## src/verilog/adcop_pkg.sv

```systemverilog
// Purpose: Shared constants for the converter output and control port
// Assumes: Single 20 MHz system clock, sample clock arrives as a pin
// Notes:   Control word layout is local to this block
package adcop_pkg;
  localparam int unsigned ADCOP_DATA_W       = 10;
  localparam int unsigned ADCOP_LATENCY      = 3;
  localparam int unsigned ADCOP_FIFO_DEPTH   = 8;
  localparam logic [9:0]  ADCOP_CODE_MIN     = 10'h000;
  localparam logic [9:0]  ADCOP_CODE_MAX     = 10'h3FF;
  localparam logic [9:0]  ADCOP_MSB_FLIP     = 10'h200;
  // Control word: bits 9:8 select register, bits 7:0 payload
  localparam int unsigned ADCOP_SEL_HI       = 9;
  localparam int unsigned ADCOP_SEL_LO       = 8;
  localparam logic [1:0]  ADCOP_SEL_CTRL     = 2'h0;
  localparam logic [1:0]  ADCOP_SEL_CLAMP_LO = 2'h1;
  localparam logic [1:0]  ADCOP_SEL_CLAMP_HI = 2'h2;
  // Control register fields
  localparam int unsigned ADCOP_FMT_BIT      = 0;
  localparam int unsigned ADCOP_PD_BIT       = 1;
  localparam int unsigned ADCOP_CLSRC_BIT    = 2;
  localparam int unsigned ADCOP_GAIN_LO      = 3;
  localparam int unsigned ADCOP_GAIN_HI      = 5;
  // Gain code g means gain (g+1)*0.5; code 1 is unity
  localparam logic [2:0]  ADCOP_GAIN_RST     = 3'h1;
  localparam logic [9:0]  ADCOP_CLAMP_RST    = 10'h000;
endpackage

```

## src/verilog/adcop_fifo.sv

```systemverilog
// Purpose: Small flip-flop FIFO with valid/ready on both sides
// Assumes: Depth is a power of two
// Notes:   Full refuses writes, empty holds output invalid
`timescale 1ns/1ps
module adcop_fifo #(
  parameter int unsigned WIDTH = 11,
  parameter int unsigned DEPTH = 8
) (
  input  wire logic             i_clk_sys,
  input  wire logic             i_rst,
  input  wire logic [WIDTH-1:0] i_data,
  input  wire logic             i_valid,
  output logic                  o_ready,
  output logic      [WIDTH-1:0] o_data,
  output logic                  o_valid,
  input  wire logic             i_ready
);
  localparam int unsigned AW = $clog2(DEPTH);
  logic [WIDTH-1:0] mem_ff [DEPTH];
  logic [AW:0]      wr_ff;
  logic [AW:0]      rd_ff;
  logic             push;
  logic             pop;
  assign o_ready = (wr_ff - rd_ff) != AW'(0) + (AW+1)'(DEPTH);
  assign o_valid = wr_ff != rd_ff;
  assign o_data  = mem_ff[rd_ff[AW-1:0]];
  assign push    = i_valid && o_ready;
  assign pop     = o_valid && i_ready;
  always_ff @(posedge i_clk_sys) begin
    if (i_rst) begin
      wr_ff <= '0;
      rd_ff <= '0;
    end else begin
      if (push) wr_ff <= wr_ff + 1'b1;
      if (pop)  rd_ff <= rd_ff + 1'b1;
    end
  end
  always_ff @(posedge i_clk_sys) begin
    if (push) mem_ff[wr_ff[AW-1:0]] <= i_data;
  end
endmodule // adcop_fifo

```

## src/verilog/adcop_port.sv

```systemverilog
// Purpose: Output pipeline and control port of a 10-bit sampling converter
// Assumes: Sample clock, enable, strobes and bus inputs are asynchronous pins
// Notes:   Reference-mode input is synchronised and passed to o_ref_mode every cycle
// What this block does
// - Sample each sample-clock rise, present code after third later rise.
// - Drive bus only while active-low output enable is asserted.
// - With outputs off, latch bus word into control on write strobe.
// - Control holds clamp, format, gain and power-down settings.
// - Output straight binary or two's complement per format bit.
// - Out-of-range flag high when converted sample is below or above range.
// - Saturate: below range gives 0 (-512 in two's complement), above range gives 1023 (511 in two's complement).
// - Gain defaults to unity, programmable 0.5 to 4.0.
// - Clamp level from internal 10-bit DAC or external level input.
// - After reset clamp level comes from external level input.
// - While clamp strobe high, force input to clamp level.
`timescale 1ns/1ps
module adcop_port
  import adcop_pkg::*;
#(
  parameter int unsigned DEPTH = ADCOP_FIFO_DEPTH
) (
  input  wire logic       i_clk_sys,
  input  wire logic       i_rst,
  input  wire logic       i_sample_clk,
  input  wire logic [9:0] i_core_code,
  input  wire logic       i_core_under,
  input  wire logic       i_core_over,
  input  wire logic       i_out_en_n,
  input  wire logic       i_wr_strobe,
  input  wire logic [9:0] i_bus_in,
  input  wire logic       i_clamp_strobe,
  input  wire logic [1:0] i_ref_mode,
  output logic      [9:0] o_bus_out,
  output logic            o_bus_oe_n,
  output logic            o_out_of_range_flag,
  output logic            o_fmt_twos,
  output logic      [2:0] o_gain_code,
  output logic            o_power_down,
  output logic            o_clamp_use_dac,
  output logic      [9:0] o_clamp_dac,
  output logic            o_clamp_active,
  output logic      [1:0] o_ref_mode
);
  ////////////////////////////////////////////////////////////////////
  // Input synchronisers
  logic [2:0] sclk_s_ff;
  logic [1:0] oen_s_ff;
  logic [2:0] wr_s_ff;
  logic [1:0] clp_s_ff;
  logic [9:0] bus_s1_ff, bus_s2_ff;
  logic [9:0] code_s1_ff, code_s2_ff;
  logic [1:0] und_s_ff, ovr_s_ff;
  logic [1:0] ref_s1_ff, ref_s2_ff;
  always_ff @(posedge i_clk_sys) begin
    if (i_rst) begin
      sclk_s_ff <= '0; oen_s_ff <= 2'b11; wr_s_ff <= '0; clp_s_ff <= '0;
      bus_s1_ff <= '0; bus_s2_ff <= '0; code_s1_ff <= '0; code_s2_ff <= '0;
      und_s_ff <= '0; ovr_s_ff <= '0; ref_s1_ff <= '0; ref_s2_ff <= '0;
    end else begin
      sclk_s_ff  <= {sclk_s_ff[1:0], i_sample_clk};
      oen_s_ff   <= {oen_s_ff[0], i_out_en_n};
      wr_s_ff    <= {wr_s_ff[1:0], i_wr_strobe};
      clp_s_ff   <= {clp_s_ff[0], i_clamp_strobe};
      bus_s1_ff  <= i_bus_in;      bus_s2_ff  <= bus_s1_ff;
      code_s1_ff <= i_core_code;   code_s2_ff <= code_s1_ff;
      und_s_ff   <= {und_s_ff[0], i_core_under};
      ovr_s_ff   <= {ovr_s_ff[0], i_core_over};
      ref_s1_ff  <= i_ref_mode;    ref_s2_ff  <= ref_s1_ff;
    end
  end
  logic sclk_rise;
  logic wr_rise;
  assign sclk_rise = sclk_s_ff[1] && !sclk_s_ff[2];
  assign wr_rise   = wr_s_ff[1] && !wr_s_ff[2];

  ////////////////////////////////////////////////////////////////////
  // Control registers
  logic       fmt_ff, pd_ff, clsrc_ff;
  logic [2:0] gain_ff;
  logic [9:0] clamp_ff;
  logic [1:0] sel;
  assign sel = bus_s2_ff[ADCOP_SEL_HI:ADCOP_SEL_LO];
  always_ff @(posedge i_clk_sys) begin
    if (i_rst) begin
      fmt_ff   <= 1'b0;
      pd_ff    <= 1'b0;
      clsrc_ff <= 1'b0;
      gain_ff  <= ADCOP_GAIN_RST;
      clamp_ff <= ADCOP_CLAMP_RST;
    end else if (wr_rise && oen_s_ff[1]) begin
      unique case (sel)
        ADCOP_SEL_CTRL: begin
          fmt_ff   <= bus_s2_ff[ADCOP_FMT_BIT];
          pd_ff    <= bus_s2_ff[ADCOP_PD_BIT];
          clsrc_ff <= bus_s2_ff[ADCOP_CLSRC_BIT];
          gain_ff  <= bus_s2_ff[ADCOP_GAIN_HI:ADCOP_GAIN_LO];
        end
        ADCOP_SEL_CLAMP_LO: clamp_ff[7:0] <= bus_s2_ff[7:0];
        ADCOP_SEL_CLAMP_HI: clamp_ff[9:8] <= bus_s2_ff[1:0];
        default: ;
      endcase
    end
  end

  ////////////////////////////////////////////////////////////////////
  // Pipeline: three sample-clock rises to output
  logic [10:0] pipe_ff [ADCOP_LATENCY];
  logic [9:0]  sat_code;
  logic        oor;
  always_comb begin
    oor      = und_s_ff[1] || ovr_s_ff[1];
    sat_code = und_s_ff[1] ? ADCOP_CODE_MIN : (ovr_s_ff[1] ? ADCOP_CODE_MAX : code_s2_ff);
  end
  always_ff @(posedge i_clk_sys) begin
    if (i_rst) begin
      for (int i = 0; i < ADCOP_LATENCY; i++) pipe_ff[i] <= '0;
    end else if (sclk_rise) begin
      pipe_ff[0] <= {oor, sat_code};
      for (int i = 1; i < ADCOP_LATENCY; i++) pipe_ff[i] <= pipe_ff[i-1];
    end
  end
  logic sclk_rise_d_ff;
  always_ff @(posedge i_clk_sys) begin
    if (i_rst) sclk_rise_d_ff <= 1'b0;
    else sclk_rise_d_ff <= sclk_rise;
  end

  ////////////////////////////////////////////////////////////////////
  // Output FIFO
  logic [10:0] f_data;
  logic        f_valid, f_ready, in_ready;
  adcop_fifo #(.WIDTH(11), .DEPTH(DEPTH)) u_fifo (
    .i_clk_sys (i_clk_sys),
    .i_rst     (i_rst),
    .i_data    (pipe_ff[ADCOP_LATENCY-1]),
    .i_valid   (sclk_rise_d_ff && !pd_ff),
    .o_ready   (in_ready),
    .o_data    (f_data),
    .o_valid   (f_valid),
    .i_ready   (f_ready)
  );
  // Drain one word per sample rise while driving; stall while disabled
  assign f_ready = sclk_rise && !oen_s_ff[1];

  ////////////////////////////////////////////////////////////////////
  // Output drive
  always_ff @(posedge i_clk_sys) begin
    if (i_rst) begin
      o_bus_out           <= '0;
      o_bus_oe_n          <= 1'b1;
      o_out_of_range_flag <= 1'b0;
    end else begin
      o_bus_oe_n <= oen_s_ff[1];
      if (f_valid && f_ready) begin
        o_bus_out           <= fmt_ff ? (f_data[9:0] ^ ADCOP_MSB_FLIP) : f_data[9:0];
        o_out_of_range_flag <= f_data[10];
      end
    end
  end

  ////////////////////////////////////////////////////////////////////
  // Analog control outputs
  always_ff @(posedge i_clk_sys) begin
    if (i_rst) begin
      o_fmt_twos <= 1'b0; o_gain_code <= ADCOP_GAIN_RST; o_power_down <= 1'b0;
      o_clamp_use_dac <= 1'b0; o_clamp_dac <= ADCOP_CLAMP_RST; o_clamp_active <= 1'b0;
      o_ref_mode <= '0;
    end else begin
      o_fmt_twos      <= fmt_ff;
      o_gain_code     <= gain_ff;
      o_power_down    <= pd_ff;
      o_clamp_use_dac <= clsrc_ff;
      o_clamp_dac     <= clamp_ff;
      o_clamp_active  <= clp_s_ff[1];
      o_ref_mode      <= ref_s2_ff;
    end
  end

  ////////////////////////////////////////////////////////////////////
  // Assertions
  property p_oe_follow;
    @(posedge i_clk_sys) disable iff (i_rst) 1'b1 |=> o_bus_oe_n == $past(oen_s_ff[1]);
  endproperty
  a_oe_follow: assert property (p_oe_follow) else $error("oe not following enable");
  property p_no_write_when_on;
    @(posedge i_clk_sys) disable iff (i_rst) (wr_rise && !oen_s_ff[1]) |=> $stable(gain_ff) && $stable(fmt_ff);
  endproperty
  a_no_write_when_on: assert property (p_no_write_when_on) else $error("write taken while driving");
  property p_ctrl_write;
    @(posedge i_clk_sys) disable iff (i_rst) (wr_rise && oen_s_ff[1] && sel == ADCOP_SEL_CTRL)
      |=> gain_ff == $past(bus_s2_ff[ADCOP_GAIN_HI:ADCOP_GAIN_LO]);
  endproperty
  a_ctrl_write: assert property (p_ctrl_write) else $error("gain not latched");
  property p_fmt;
    @(posedge i_clk_sys) disable iff (i_rst) (f_valid && f_ready && fmt_ff) |=> o_bus_out[9] != $past(f_data[9]);
  endproperty
  a_fmt: assert property (p_fmt) else $error("twos format not applied");
  property p_sat_hi;
    @(posedge i_clk_sys) disable iff (i_rst) (ovr_s_ff[1] && !und_s_ff[1]) |-> sat_code == 10'h3FF && oor;
  endproperty
  a_sat_hi: assert property (p_sat_hi) else $error("no high saturation");
  property p_sat_lo;
    @(posedge i_clk_sys) disable iff (i_rst) und_s_ff[1] |-> sat_code == 10'h000;
  endproperty
  a_sat_lo: assert property (p_sat_lo) else $error("no low saturation");
  property p_pipe;
    @(posedge i_clk_sys) disable iff (i_rst) sclk_rise |=> pipe_ff[1] == $past(pipe_ff[0]);
  endproperty
  a_pipe: assert property (p_pipe) else $error("pipeline not shifting");
  property p_clamp;
    @(posedge i_clk_sys) disable iff (i_rst) clp_s_ff[1] |=> o_clamp_active;
  endproperty
  a_clamp: assert property (p_clamp) else $error("clamp not active");
  property p_reset_src;
    @(posedge i_clk_sys) $fell(i_rst) |-> !clsrc_ff && gain_ff == 3'h1;
  endproperty
  a_reset_src: assert property (p_reset_src) else $error("bad reset defaults");
  c_write: cover property (@(posedge i_clk_sys) wr_rise && oen_s_ff[1]);
  c_drain: cover property (@(posedge i_clk_sys) f_valid && f_ready);
  c_full:  cover property (@(posedge i_clk_sys) !in_ready);
endmodule // adcop_port

```

## config.mk

```make
export PLATFORM = sky130hd
export DESIGN_NAME = adcop_port
export DESIGN_NICKNAME = d
export VERILOG_FILES = /design/src/verilog/adcop_pkg.sv /design/src/verilog/adcop_fifo.sv /design/src/verilog/adcop_port.sv
export SDC_FILE = /design/constraint.sdc
export NUM_CORES = 1
export LEC_CHECK = 0
export ABC_CLOCK_PERIOD_IN_PS = 3160
export BUFFER_PORTS_ARGS = -buffer_cell sky130_fd_sc_hd__buf_2
export CAP_MARGIN = 20
export CORE_AREA = 2 2 185 187
export DETAILED_ROUTE_END_ITERATION = 7
export DIE_AREA = 0 0 187 189
export SLEW_MARGIN = 10
export SYNTH_ARGS = -nofsm -noshare
export SYNTH_HDL_FRONTEND = slang
export SYNTH_SLANG_ARGS = --single-unit
```

## constraint.sdc

```tcl
create_clock -name i_clk_sys -period 3.16 [get_ports i_clk_sys]
set_clock_uncertainty 0.15 [all_clocks]
set_input_delay 0 -clock i_clk_sys [delete_from_list [all_inputs] [get_ports i_clk_sys]]
set_output_delay 0 -clock i_clk_sys [all_outputs]
set_load 0.03 [all_outputs]
```

=== Word level (Yosys, flattened, before mapping) ===
Memory sizes are Yosys's and may differ from the RTL's. A register that Yosys moved wholly into a read port is not among the register bits.
Index checks and enable logic that the tools add are counted.

* Flip-flop bits (word level): 114
* Memory bits (writable): 121
* Input bits: 30
* Output and inout port bits: 31
* Memories: 2

* Add/subtract/negate cells: 3
* Eq/ne operators: 4
* Muxes and demuxes: 15
* Bitwise gates (word level): 4
* Reduce and logical (&&, ||, !) cells: 16

{| class="wikitable"
|+ Memories
! name !! depth !! bits a word !! rd ports !! clocked after Yosys merged registers in !! wr ports !! line !! RTL
|-
| u_fifo.mem_ff || 8 || 11 || 1 || 1 || 1 || adcop_fifo.sv:19 || <nowiki>logic [WIDTH-1:0] mem_ff [DEPTH];</nowiki>
|-
| pipe_ff || 3 || 11 || 3 || 0 || 3 || adcop_port.sv:107 || <nowiki>logic [10:0] pipe_ff [ADCOP_LATENCY];</nowiki>
|}

{| class="wikitable"
|+ Operators by type and width
! operator !! count
|-
| 2-to-1 mux 11 bit || 3
|-
| 2-to-1 mux 10 bit || 3
|-
| adder 4 x 1 -> 4 bit (second input constant) || 2
|-
| logical AND 1 bit || 7
|-
| 2-to-1 mux 1 bit || 7
|-
| 2-to-1 mux 3 bit || 2
|-
| AND reduction 2 bit || 3
|-
| zero test 1 bit || 4
|-
| != test 4 bit || 1
|-
| != test 4 bit (second input constant) || 1
|-
| subtractor 4 bit || 1
|-
| bitwise OR 1 bit || 3
|-
| equality test 2 x 1 -> 1 bit (second input constant) || 1
|-
| equality test 2 bit (second input constant) || 1
|-
| zero test 2 bit || 1
|-
| logical OR 1 bit || 1
|-
| NOT 1 bit || 1
|}

=== Longest topological paths before layout ===
* Depth after elaboration: 6
* Gate-level depth with buffers: 7
* Gate-level depth less buffers: 6

=== Modules after synthesis ===
From an unflattened synthesis, not the netlist that was laid out.

* Cells, all modules: 554
* Area, all modules: 8441.8 µm²

{| class="wikitable"
|+ Modules (own cells, without submodules)
! module !! times used !! cells an instance !! area each (µm²)
|-
| adcop_port || 1 || 351 || 4461.8
|-
| adcop_fifo || 1 || 203 || 3980.1
|}

=== Worst setup path after synthesis ===
Ideal clock, no wire load.

* Path kind: register -> register
* Start point: reg u_fifo.wr_ff[0]
* End point: mem u_fifo.mem_ff[2][0] (enable)
* Library setup time: 0.408 ns
* Arrival: 2.510 ns
* Required time: 2.602 ns
* Setup slack: 0.092 ns
* Cell stages (with the launch flop): 7
* Buffers on the path: 0
* Period minus slack after synthesis: 3.068 ns
* Cell sequence: dfxtp_1 inv_1 ha_1 and3_1 o211ai_1 nand3_1 nor4_1

* Cells in the longest elaborated chain, start to end: 5

{| class="wikitable"
|+ Ends and longest elaborated chain
! element !! line !! RTL
|-
| start: declaration || adcop_fifo.sv:20 || <nowiki>logic [AW:0] wr_ff;</nowiki>
|-
| start signal: assignment || adcop_fifo.sv:34 || <nowiki>if (push) wr_ff <= wr_ff + 1'b1;</nowiki>
|-
| subtractor 4 bit || adcop_fifo.sv:24 || <nowiki>assign o_ready = (wr_ff - rd_ff) != AW'(0) + (AW+1)'(DEPTH);</nowiki>
|-
| != test 4 bit || adcop_fifo.sv:24 ||
|-
| logical AND 1 bit || adcop_fifo.sv:27 || <nowiki>assign push = i_valid && o_ready;</nowiki>
|-
| 2-to-1 mux 1 bit || adcop_fifo.sv:39 || <nowiki>if (push) mem_ff[wr_ff[AW-1:0]] <= i_data;</nowiki>
|-
| 2-to-1 mux 1 bit (implied by the code) || adcop_fifo.sv:39 ||
|-
| end: declaration || adcop_fifo.sv:19 ||
|}

Several ways; a longest one is shown, not always the timed one.

=== Worst setup path after layout ===
* Start point: reg u_fifo.wr_ff[0]
* End point: mem u_fifo.mem_ff[0][10] (enable)

The elaborated chain is that of the path after synthesis.

==> parameters.txt <==
Parameter                              Value

Die
  Effective utilization at floorplan ... 0.248
  Height of the chip ... roughly 190 um
  Count of standard-cell rows ... 67
  Die X-Extent ... 187 um
  Core Footprint ... 0.0333 mm^2
  # IOs ... a little over 60
  Overall die area ... 0.0353 mm^2

Drt
  Routed len/inst ... 12.2 um
  Final ANT Viol Nets ... 0
  DRT Wirelength ... 13600 um
  Vias after detailed routing ... 4255
  Initial DRC Count ... about 250
  Vias per cell ... 3.83
  Total iterations of the first detailed-routing run ... 4
  DRC violations left ... 0

Placement
  Global placement routability congestion ... around 0.7
  Placement Cell Area ... 0.00916 mm^2
  Placed Cells ... between 1000 and 1500
  Final HPWL DP ... 8540 um
  Quantity of I/O buffers inserted on ports ... 60
  Worst slack at placement ... 368 ps

Synth
  Sequential element share of the synthesized area ... 0.725
  Cell area after synthesis ... 0.00824 mm^2
  Post-synth top cells ... sky130_fd_sc_hd__edfxtp_1, sky130_fd_sc_hd__dfxtp_1, sky130_fd_sc_hd__nor2b_1
  Share of the synthesized area in the top cell type ... 0.441
  Net count after synthesis ... 563
  Synthesis warning total ... 0
  Number of enable flip-flop cells after synthesis ... approximately 120
  Synth Area per Inst ... 15.6 um^2
  Number of different library cells in the post-synthesis netlist ... 39
  Dominant register cell in the synthesized netlist ... sky130_fd_sc_hd__edfxtp_1
  Synthesized instance count ... 528
  Most instantiated library cell after synthesis ... sky130_fd_sc_hd__edfxtp_1
  Proportion of synthesized flip-flops having asynchronous set or reset ... 0
  Top cells by area, synth ... sky130_fd_sc_hd__edfxtp_1, sky130_fd_sc_hd__dfxtp_1, sky130_fd_sc_hd__mux4_2, sky130_fd_sc_hd__nor2b_1, sky130_fd_sc_hd__mux2i_1
  Flip-flop and latch count after synthesis ... 238
  Leading area contributor after synthesis ... sky130_fd_sc_hd__edfxtp_1

Pwr
  Pwr/cell area ... approximately 610 mW/mm^2
  Part of the total power dissipated in the clock network ... 0.450
  Combinational share of power ... 0.024
  Static leakage ... 3.72 nW
  Total internal power ... 5.07 mW
  Switching Fraction ... 0.202
  Power dissipated by switching net loads ... 1.28 mW
  VDD IR max ... 0.319 mV
  Sequential share of power ... 0.526

Cells and area
  Area growth from synthesis to final layout ... 25.9%
  Fraction of layout cells with a size suffix above 1 ... 0.232
  ANT cells ... 0
  Final Non-Filler Cells ... 1111
  Total non-filler cell area in the finished layout ... 0.0104 mm^2
  Final nets ... between 600 and 700

GRT
  Met3 track demand over resource in global routing ... 0.0148
  Overflow left after global routing ... 0
  Layer with the highest usage after global routing ... met2
  Via count of the first global-routing pass ... 4310
  Largest net degree at the start of global routing ... 71
  Met2 Resource Use GR ... 0.124
  Global-route wire length before repair ... 22400 um
  Number of antenna violations at the first check in global routing ... 0
  Met1 layer usage reported by global route ... 0.106
  Global-route usage over all layers ... 0.0778

Timing
  Final critical-path setup slack ... between 300 and 400 ps
  Final hold viol count ... 0
  Post-route clock period utilization ... 0.897
  Shortest clock period the worst path allows after layout ... 2830 ps
  Headroom to the max-slew limit ... 0.530
  Setup Viol. Count Final ... 0
  Slew of the pin with the lowest slew margin ... between 700 and 800 ps
  Sum Neg Setup Slack ... 0 ps
  Final max-slew violation count ... 0
  Highest clock frequency the design can meet ... 353 MHz
  Setup repair after global routing missed its margin ... false

Worst setup path
  Register-to-register setup slack ... 330 ps
  Worst setup EP type ... flop
  Worst endpoint data arrival time ... 2890 ps
  Type of the setup path with the least slack ... flop to flop
  Startpoint class of the critical path ... flop
  Max Fanout on Critical Path ... 11
  Required time at the worst-slack endpoint ... 3220 ps

Clocking
  Number of CTS-inserted buffers ... 25
  Total clock sinks ... 238
  Number of buffers on the longest clock path ... 3
  CTS clk-pin slew, worst paths ... roughly 60 ps
  TritonCTS clock tree ... done
  H-tree levels ... 1
  Clock insertion delay at the later pin of the skew report ... 510 ps
  Root buf cell ... sky130_fd_sc_hd__clkbuf_16
  Buffers inserted by post-CTS timing repair ... 0

Outcome
  Run status ... finished, final reports clean

Hold path
  Class of the worst hold path ... primary input to flop

Job
  Max-Cap Viols ... 0
==> flip-flops by register name, indices dropped and copies added (netlist names), 3 cells and up, named ones only <==
signal / count
o_gain_code: 3
sclk_s_ff: 3
clamp_ff: 10
gain_ff: 3
u_fifo.wr_ff: 4
o_bus_out: 10
code_s1_ff: 10
u_fifo.mem_ff: 88
bus_s1_ff: 10
wr_s_ff: 3
o_clamp_dac: 10
pipe_ff: 33
bus_s2_ff: 10
code_s2_ff: 10
u_fifo.rd_ff: 4
==> path summary, 6_finish.rpt <==
| check | endpoint | cells past startpoint | from |
|---|---|---|---|
| max | u_fifo.mem_ff[0][10] | 7 | u_fifo.wr_ff[0] |
| min | oen_s_ff[0] | 3 | i_out_en_n |
| max reg2reg | u_fifo.mem_ff[0][10] | 7 | u_fifo.wr_ff[0] |
| min reg2reg | oen_s_ff[1] | 1 | oen_s_ff[0] |
==> per-layer routing <==
metal  vias to the layer above  part of all wire
met2                        83              0.43
met4                         0             0.027
li1                       2131                 -
met5                         -                 0
met1                      2015              0.51
met3                        26             0.032
==> critical path: stages, from the launching register on <==
cell and delay, ps:
sky130_fd_sc_hd__dfxtp_1 530, sky130_fd_sc_hd__inv_1 220, sky130_fd_sc_hd__ha_1 330, sky130_fd_sc_hd__and3_1 210, sky130_fd_sc_hd__o211ai_1 200, sky130_fd_sc_hd__nand3_1 370, sky130_fd_sc_hd__nor4_2 260, sky130_fd_sc_hd__buf_4 250
==> cell type report <==
type,instances,area [um^2]
fill,3299,22900
sequential,238,5980
multi-input combinational,260,2200
timing repair buffer,114,808
clock buffer,31,669
tap,448,561
clock inverter,15,146
inverter,5,18.8
==> repair_timing <==
item,in CTS,in global routing
resized for setup,0,0
hold buffers,40,0
hold endpoints to repair,63,0
==> layout by cell type, fill, tap and decap left out, drive strengths merged, types with 22 or more instances in the layout <==
master and n:
edfxtp 121, dlygate4sd3 40, dfxtp 117, buf 74
and2 22, nor2b 78, clkbuf 31, mux4 22
nor2 34, mux2i 27
==> power groups by stage <==
stage,combinational (mW),sequential (mW),clock (mW)
global route,0.170,3.35,3.07
detailed placement,0.118,3.41,0
global placement,0.115,3.41,0
CTS,0.154,3.34,2.95
finish,0.153,3.34,2.86
floorplan,0.0748,3.40,0
==> through the flow <==
step                 util  hold WS (ps)  power, mW
floorplan               -         -46.2       3.47
detailed placement  0.275          36.6       3.53
CTS                 0.312          46.6       6.45
global route        0.312          68.0       6.59
global placement    0.275          37.7       3.52
finish              0.312          71.3       6.36
==> logic make-up after synthesis <==
family,share of synthesized area
buffers and inverters,0.0143
AOI/OAI and AO/OA,0.0307
DFF,0.725
adders and majority gates,0.00759
xor gates and xnor gates,0.00820
and+or+nand+nor,0.118
muxes,0.0957
(Power assumes the default switching activity.)
